===== src/bsc_params.svh =====
// constants for the bit/skip/call/clear execute block
// assumes inclusion by every design file of this block
`ifndef BSC_PARAMS_SVH
`define BSC_PARAMS_SVH
`define BSC_OP_SKIP_SET 5'h12
`define BSC_OP_TOGGLE 5'h07
`define BSC_OP_CLEAR 7'h14
`define BSC_OP_CALL 3'h7
`define BSC_PAGE_LO 12
`define BSC_PAGE_HI 15
`define BSC_LIT_LO_TOP 7
`define BSC_BIT_IDX_LO 8
`define BSC_SEL_BIT 8
`define BSC_PC_RESET 16'h0000
`define BSC_BYTE_ZERO 8'h00
`define BSC_PC_STEP 16'h0001
`define BSC_PHASE_LAST 2'h3
`define BSC_PHASE_ONE 2'h1
`define BSC_PHASE_RESET 2'h0
`define BSC_BIT_ONE 8'h01
`endif


===== src/bsc_pkg.sv =====
// types shared by the bit/skip/call/clear execute block
// assumes nothing beyond the params header
package bsc_pkg;
  typedef enum logic [1:0] {BSC_Q1, BSC_Q2, BSC_Q3, BSC_Q4} bsc_phase_t;
  typedef enum logic [2:0] {BSC_I_NONE, BSC_I_SKIP, BSC_I_TOGGLE, BSC_I_CALL,
    BSC_I_CLEAR} bsc_instr_t;
endpackage : bsc_pkg


===== src/bsc_exec.sv =====
// What this block does
// - skip-if-set opcode 1001 0bbb, bit index and register address
// - tested bit set discards next instruction; nop cycle follows
// - toggle opcode 0011 1bbb; read, invert bit, write in last phase
// - call opcode 111 loads 13-bit literal into pc bits 12..0
// - call pushes pc plus one onto stack before pc changes
// - call copies literal 12..8 and pc 15..13 into page latch
// - call stays within 8K page, takes two cycles, second is nop
// - clear opcode 0010 100s; one cycle, writes zero, no flags
// - select zero clears data location and working register
// - select one clears only the data location
//
// execute unit for skip, toggle, in-page call and clear
// assumes data memory answers a read in the same cycle and pc points
// at the current instruction while it executes
`timescale 1ns/1ps
`include "bsc_params.svh"
module bsc_exec (
  input wire logic ref_clk, // core clock
  input wire logic rst_n, // async reset, active low
  input wire logic [15:0] instr, // fetched instruction word
  input wire logic [15:0] pc_in, // pc of current instruction
  input wire logic [7:0] page_latch_in, // current page latch
  input wire logic [7:0] working_register_in, // current working register
  input wire logic [7:0] mem_rdata, // data memory read data
  output logic [7:0] mem_addr, // data memory address
  output logic mem_rd, // data memory read strobe
  output logic mem_wr, // data memory write strobe
  output logic [7:0] mem_wdata, // data memory write data
  output logic [15:0] pc_out, // new pc value
  output logic pc_load, // load pc_out into pc
  output logic [15:0] stack_top, // value pushed on stack
  output logic stack_push, // push strobe
  output logic [7:0] page_latch_out, // new page latch
  output logic page_latch_load, // load page latch
  output logic [7:0] working_register_out, // new working register
  output logic working_register_load, // load working register
  output logic flush, // discard fetched instruction
  output bsc_pkg::bsc_phase_t phase_out, // phase now shown
  output logic busy_nop // executing a forced nop cycle
);
  import bsc_pkg::*;

  // ==========================================
  // phase and decode
  bsc_phase_t phase;
  logic cycle_end;
  bsc_instr_t kind;

  bsc_phase_gen u_phase (
    .ref_clk(ref_clk),
    .rst_n(rst_n),
    .phase(phase),
    .cycle_end(cycle_end)
  );

  bsc_decode u_dec (
    .instr(instr),
    .kind(kind)
  );

  // ==========================================
  // execute state
  logic nop_reg, nop_next;
  logic [7:0] data_reg, data_next;
  logic [7:0] mem_addr_reg, mem_addr_next;
  logic mem_rd_reg, mem_rd_next;
  logic mem_wr_reg, mem_wr_next;
  logic [7:0] mem_wdata_reg, mem_wdata_next;
  logic [15:0] pc_out_reg, pc_out_next;
  logic pc_load_reg, pc_load_next;
  logic [15:0] stack_top_reg, stack_top_next;
  logic stack_push_reg, stack_push_next;
  logic [7:0] page_latch_reg, page_latch_next;
  logic page_latch_load_reg, page_latch_load_next;
  logic [7:0] working_register_reg, working_register_next;
  logic working_register_load_reg, working_register_load_next;
  logic flush_reg, flush_next;
  bsc_phase_t phase_reg;
  logic [2:0] bit_idx;
  logic [7:0] bit_mask;
  logic sel_bit;
  logic [15:0] new_pc;
  logic skip_hit;

  assign bit_idx = instr[`BSC_BIT_IDX_LO+2:`BSC_BIT_IDX_LO];
  // mask built eight bits wide so index seven stays inside it
  assign bit_mask = `BSC_BIT_ONE << bit_idx;
  assign sel_bit = instr[`BSC_SEL_BIT];
  // upper pc bits kept, so target stays in page
  assign new_pc = {pc_in[`BSC_PAGE_HI:`BSC_PAGE_LO+1], instr[`BSC_PAGE_LO:0]};
  // tested bit of the operand captured in phase two
  assign skip_hit = (data_reg & bit_mask) != `BSC_BYTE_ZERO;

  // ==========================================
  // sequencing: forced nop cycle and flush
  always_comb
  begin
    nop_next = nop_reg;
    flush_next = 1'b0;
    if (nop_reg)
    begin
      // forced nop: all four phases do nothing
      if (cycle_end)
        nop_next = 1'b0;
    end
    else
    begin
      case (phase)
        BSC_Q4:
        begin
          // tested bit set: drop next fetch, run nop
          if (kind == BSC_I_SKIP && skip_hit)
          begin
            flush_next = 1'b1;
            nop_next = 1'b1;
          end
          // call's second cycle is a nop
          else if (kind == BSC_I_CALL)
          begin
            flush_next = 1'b1;
            nop_next = 1'b1;
          end
        end
        default:
        begin
          flush_next = 1'b0;
        end
      endcase
    end
  end

  // phase_out is registered, so it shows the phase one clock late
  always_ff @(posedge ref_clk or negedge rst_n)
  begin
    if (!rst_n)
    begin
      nop_reg <= 1'b0;
      flush_reg <= 1'b0;
      phase_reg <= BSC_Q1;
    end
    else
    begin
      nop_reg <= nop_next;
      flush_reg <= flush_next;
      phase_reg <= phase;
    end
  end

  // ==========================================
  // in-page call: return address, pc and page latch
  always_comb
  begin
    pc_out_next = pc_out_reg;
    pc_load_next = 1'b0;
    stack_top_next = stack_top_reg;
    stack_push_next = 1'b0;
    page_latch_next = page_latch_reg;
    page_latch_load_next = 1'b0;
    // the second, idle cycle of a call must not push again
    if (!nop_reg && kind == BSC_I_CALL)
    begin
      case (phase)
        BSC_Q2:
        begin
          // push return address before pc changes
          stack_top_next = pc_in + `BSC_PC_STEP;
          stack_push_next = 1'b1;
        end
        BSC_Q3:
        begin
          // load literal into low pc bits
          pc_out_next = new_pc;
          pc_load_next = 1'b1;
          // page latch from literal and pc top bits
          page_latch_next = {new_pc[`BSC_PAGE_HI:`BSC_PAGE_LO+1],
            instr[`BSC_PAGE_LO:`BSC_LIT_LO_TOP+1]};
          page_latch_load_next = 1'b1;
        end
        default:
        begin
          pc_load_next = 1'b0;
        end
      endcase
    end
  end

  always_ff @(posedge ref_clk or negedge rst_n)
  begin
    if (!rst_n)
    begin
      pc_out_reg <= `BSC_PC_RESET;
      pc_load_reg <= 1'b0;
      stack_top_reg <= `BSC_PC_RESET;
      stack_push_reg <= 1'b0;
      page_latch_reg <= `BSC_BYTE_ZERO;
      page_latch_load_reg <= 1'b0;
    end
    else
    begin
      pc_out_reg <= pc_out_next;
      pc_load_reg <= pc_load_next;
      stack_top_reg <= stack_top_next;
      stack_push_reg <= stack_push_next;
      page_latch_reg <= page_latch_next;
      page_latch_load_reg <= page_latch_load_next;
    end
  end

  // ==========================================
  // data memory and working register
  always_comb
  begin
    data_next = data_reg;
    mem_addr_next = instr[`BSC_LIT_LO_TOP:0];
    mem_rd_next = 1'b0;
    mem_wr_next = 1'b0;
    mem_wdata_next = mem_wdata_reg;
    working_register_next = working_register_reg;
    working_register_load_next = 1'b0;
    // no status flag output exists; flags never touched
    // a forced nop cycle issues no read or write
    if (!nop_reg)
    begin
      case (phase)
        BSC_Q1:
        begin
          // operand read issued for phase two
          if (kind == BSC_I_SKIP || kind == BSC_I_TOGGLE || kind == BSC_I_CLEAR)
            mem_rd_next = 1'b1;
        end
        BSC_Q2:
        begin
          data_next = mem_rdata;
        end
        BSC_Q3:
        begin
          if (kind == BSC_I_TOGGLE)
          begin
            mem_wdata_next = data_reg ^ bit_mask;
            mem_wr_next = 1'b1;
          end
          // clear writes zero in last phase
          else if (kind == BSC_I_CLEAR)
          begin
            mem_wdata_next = `BSC_BYTE_ZERO;
            mem_wr_next = 1'b1;
            // select zero also clears working register
            if (!sel_bit)
            begin
              working_register_next = `BSC_BYTE_ZERO;
              working_register_load_next = 1'b1;
            end
            // select one leaves working register alone
            else
              working_register_next = working_register_in;
          end
        end
        default:
        begin
          data_next = data_reg;
        end
      endcase
    end
  end

  always_ff @(posedge ref_clk or negedge rst_n)
  begin
    if (!rst_n)
    begin
      data_reg <= `BSC_BYTE_ZERO;
      mem_addr_reg <= `BSC_BYTE_ZERO;
      mem_rd_reg <= 1'b0;
      mem_wr_reg <= 1'b0;
      mem_wdata_reg <= `BSC_BYTE_ZERO;
      working_register_reg <= `BSC_BYTE_ZERO;
      working_register_load_reg <= 1'b0;
    end
    else
    begin
      data_reg <= data_next;
      mem_addr_reg <= mem_addr_next;
      mem_rd_reg <= mem_rd_next;
      mem_wr_reg <= mem_wr_next;
      mem_wdata_reg <= mem_wdata_next;
      working_register_reg <= working_register_next;
      working_register_load_reg <= working_register_load_next;
    end
  end

  // ==========================================
  // outputs, all from flip-flops
  assign mem_addr = mem_addr_reg;
  assign mem_rd = mem_rd_reg;
  assign mem_wr = mem_wr_reg;
  assign mem_wdata = mem_wdata_reg;
  assign pc_out = pc_out_reg;
  assign pc_load = pc_load_reg;
  assign stack_top = stack_top_reg;
  assign stack_push = stack_push_reg;
  assign page_latch_out = page_latch_reg;
  assign page_latch_load = page_latch_load_reg;
  assign working_register_out = working_register_reg;
  assign working_register_load = working_register_load_reg;
  assign flush = flush_reg;
  assign phase_out = phase_reg;
  assign busy_nop = nop_reg;
endmodule : bsc_exec


===== src/bsc_phase_gen.sv =====
// four-phase generator for the instruction cycle
// assumes one free running core clock
`timescale 1ns/1ps
`include "bsc_params.svh"
module bsc_phase_gen (
  input wire logic ref_clk, // core clock
  input wire logic rst_n, // async reset, active low
  output bsc_pkg::bsc_phase_t phase, // current phase
  output logic cycle_end // pulse in final phase
);
  import bsc_pkg::*;
  logic [1:0] cnt_reg;
  logic [1:0] cnt_next;
  always_comb
  begin
    cnt_next = cnt_reg + `BSC_PHASE_ONE;
  end
  always_ff @(posedge ref_clk or negedge rst_n)
  begin
    if (!rst_n)
      cnt_reg <= `BSC_PHASE_RESET;
    else
      cnt_reg <= cnt_next;
  end
  assign phase = bsc_phase_t'(cnt_reg);
  assign cycle_end = (cnt_reg == `BSC_PHASE_LAST);
endmodule : bsc_phase_gen


===== src/bsc_decode.sv =====
// opcode classifier for the four handled instructions
// assumes a 16-bit instruction word held stable over the cycle
`timescale 1ns/1ps
`include "bsc_params.svh"
module bsc_decode (
  input wire logic [15:0] instr, // instruction word
  output bsc_pkg::bsc_instr_t kind // decoded class
);
  import bsc_pkg::*;
  always_comb
  begin
    kind = BSC_I_NONE;
    if (instr[15:13] == `BSC_OP_CALL)
      kind = BSC_I_CALL;
    else if (instr[15:11] == `BSC_OP_SKIP_SET)
      kind = BSC_I_SKIP;
    else if (instr[15:11] == `BSC_OP_TOGGLE)
      kind = BSC_I_TOGGLE;
    else if (instr[15:9] == `BSC_OP_CLEAR)
      kind = BSC_I_CLEAR;
  end
endmodule : bsc_decode


===== config.mk =====
export PLATFORM = sky130hd
export DESIGN_NAME = bsc_exec
export DESIGN_NICKNAME = d
export VERILOG_FILES = /design/src/bsc_pkg.sv /design/src/bsc_exec.sv /design/src/bsc_phase_gen.sv /design/src/bsc_decode.sv
export VERILOG_INCLUDE_DIRS = /design/src
export SDC_FILE = /design/constraint.sdc
export NUM_CORES = 1
export LEC_CHECK = 0
export ABC_CLOCK_PERIOD_IN_PS = 3200
export BUFFER_PORTS_ARGS = -buffer_cell sky130_fd_sc_hd__buf_2
export CORE_ASPECT_RATIO = 1.2
export CORE_MARGIN = 4
export CORE_UTILIZATION = 50
export CTS_CLUSTER_DIAMETER = 60
export DETAILED_ROUTE_END_ITERATION = 10
export GPL_TIMING_DRIVEN = 0
export PLACE_DENSITY = 0.89
export RECOVER_POWER = 25
export SYNTH_ARGS = -nofsm -noshare
export SYNTH_HDL_FRONTEND = slang
export SYNTH_SLANG_ARGS = --single-unit

===== constraint.sdc =====
create_clock -name ref_clk -period 3.2 [get_ports ref_clk]
set_clock_uncertainty 0.05 [all_clocks]
set_input_delay 0.32 -clock ref_clk [delete_from_list [all_inputs] [get_ports ref_clk]]
set_output_delay 0.32 -clock ref_clk [all_outputs]
set_load 0.02 [all_outputs]

==> flow_summary.toml <==
[flow_run]
drv_cap = 1

[detailed_routing]
post_drt_wl_per_cell_um = 14.8
final_antenna_net_count = 0
drt_wl_total_um = 7330
dr.first_iter.drc_count = 77
drc = 0
viasPerCell = 5.12
drtPass1Iterations = 5
num_vias = 2527

[die]
die_w_um = 81.5
rows = 31
io_pins = 132
die-area_sq_um = 7840
fp.coreArea_sq_um = 6170
start_util_pct = 52.5
die_h_um = 96.2

[worst_setup_path]
crit_slowest_cell = "nor2_1"
critPathLaunchType = "register"
worstSetupPathType = "reg2reg"
cp_top_family = "simple AND/OR/NAND/NOR gates"
cp.arrival_ps = 2440
cp.required_ps = 3360
crit_path_end_kind = "register"
worstPathMaxFanout = 10
critPathBufInv = 2
worstPathCellList = "inv_1, ha_1, nand2b_1, nor2_1, buf_2, mux2_2"
cp_slowest_stage_delay_ps = 590

[final_layout]
nets = 480
syn_to_final_growth_pct = 26.1
nFillCells = 474
final_util_pct = 66.2
layout_commonest_cell = "buf_2"
layout_common_cells = "buf_2, dfrtp_1, nand2_1"
drive_above_1_share_pct = 41.3
antennaDiodeCount = 0
stdcell_count = 494

[clocking]
cts_tree = "built"
htreeDepth = 3
post_cts_buffers = 0
clk_pin_slew_ps = 80
cts_buffer_depth = 2
numCtsBuffers = 9
cts_hold_buffers = 0
cts_root_buffer = "clkbuf_8"
clkLatencyLatePin_ps = 330
ctsResizeCount = 0
cts.sinks = 75

[grt]
grt_pass1_vias = 2624
grt_pass1_wl_um = 12000
grt_overflow = 0
antenna_found_initial = 0
grt_max_degree = 76
grt_usage_pct = 20.0

[yosys]
syn_area_sq_um = 3240
ys_warn_count = 0
seq_area_frac_synth_pct = 57.9
syn_inst = 278
avgSynthCellArea_sq_um = 11.7
synth_nets = 349
ys_ff_latch = 75
synth.distinct_cells = 32

[place]
place_congestion = 0.796
dpl.cell_count = 480
pre_cts_ws_ps = 876
io_buffers = 120
hpwl_um = 5530

[run_status]
violations = "max-capacitance violations, max-slew violations"
status = "complete, but fails checks"

[sta]
slew_violations = 76
final-hold-violation-count = 0
setup_tns_ps = 0
whs_ps = 53.9
fin_crit_sh_pct = 71.2
setup_ws_ps = 923
slew_headroom_pct = -22.6
fmax_ghz = 0.439
fin_crit_ps = 2280
worst_pin_slew_ps = 1840
rsz0062_at_grt = "false"
setup_violations = 0

[power]
power_density_nw_per_um2 = 524
ir_drop_v = 0.000287
p_leak_nw = 2.13

[min_path]
hp-class = "in2reg"
-- metrics by stage --
| stage | instance area, sq um | total power [mW] |
|---|---|---|
| global route | 4090 | 2.26 |
| detailed placement | 3950 | 1.58 |
| finish | 4090 | 2.14 |
| CTS | 4090 | 2.18 |
| global placement | 3940 | 1.56 |
| floorplan | 3240 | 1.38 |
-- kinds of logic (layout without fill, tap and decap cells) --
kind of cell             count (synthesis)  after routing  synth area share, %
adder cells (fa/ha/maj)                 13             13                 5.02
buffers and inverters                   28            162                 4.87
multiplexers                            25             25                 8.69
flip-flops                              75             75                 57.9
XOR/XNOR                                14             14                 3.79
AO/OA/AOI/OAI                           35             35                 6.53
AND/OR/NAND/NOR                         88             88                 13.2
-- report_power, final --
| group | switching, mW | internal [mW] | total (mW) | leakage (nW) |
|---|---|---|---|---|
| Combinational | 0.280 | 0.186 | 0.465 | 1.09 |
| Sequential | 0.0520 | 1.04 | 1.09 | 0.954 |
| Clock | 0.315 | 0.268 | 0.583 | 0.0815 |
| Total | 0.647 | 1.50 | 2.14 | 2.13 |
-- area by class of cell --
class / count / area, sq um / share of cell area, %
Sequential cell: 75 / 1880 / 45.9
Multi-Input combinational cell: 175 / 1200 / 29.5
Timing Repair Buffer: 120 / 596 / 14.6
Buffer: 21 / 131 / 3.22
Clock buffer: 10 / 128 / 3.12
Tap cell: 82 / 103 / 2.51
Inverter: 7 / 26.3 / 0.643
Clock inverter: 4 / 20.0 / 0.490
-- Yosys cell counts --
cell	count	area, sq um
nand2_1	37	139
o21ai_0	17	85.1
nand2_2	1	6.26
o21ai_2	1	8.76
or3_1	1	6.26
mux2_2	25	282
a211oi_1	1	7.51
and3_1	3	18.8
buf_2	3	15.0
inv_1	7	26.3
and3b_1	1	8.76
or4_1	1	7.51
nor3_1	5	25.0
nand3b_1	1	7.51
dfrtp_1	75	1880
nor2_1	12	45.0
nand4_1	4	25.0
nand4bb_1	1	11.3
ha_1	13	163
o21ai_1	8	40.0
clkbuf_1	7	26.3
buf_6	2	22.5
xor2_1	2	17.5
nor4_1	7	43.8
nand2b_1	3	18.8
a22o_1	8	70.1
nand3_1	6	30.0
xnor2_1	12	105
and2_1	2	12.5
nor3b_1	2	15.0
buf_4	9	67.6
nor2b_1	1	6.26
-- metal layers --
layer  up-vias  global-route usage [%]  part of all wire, %
li1       1206                       -                    -
met1      1219                    22.9                   37
met2        91                    35.9                   54
met3        11                    3.65                  7.1
met4         0                    9.30                  1.7
met5         -                       0                    0
-- worst paths after layout --
check,start,to,slack (ps),cells after the start
min,instr[4],mem_addr[4],50,1
min reg2reg,u_phase.phase[0],phase_out[0],390,0
max,u_phase.phase[0],pc_out[15],920,6
min in group asynchronous,rst_n,mem_wdata[4],430,1
max in group asynchronous,rst_n,pc_out[14],1570,1
max reg2reg,u_phase.phase[0],pc_out[15],920,6
Power figures use the tool's default switching activity.
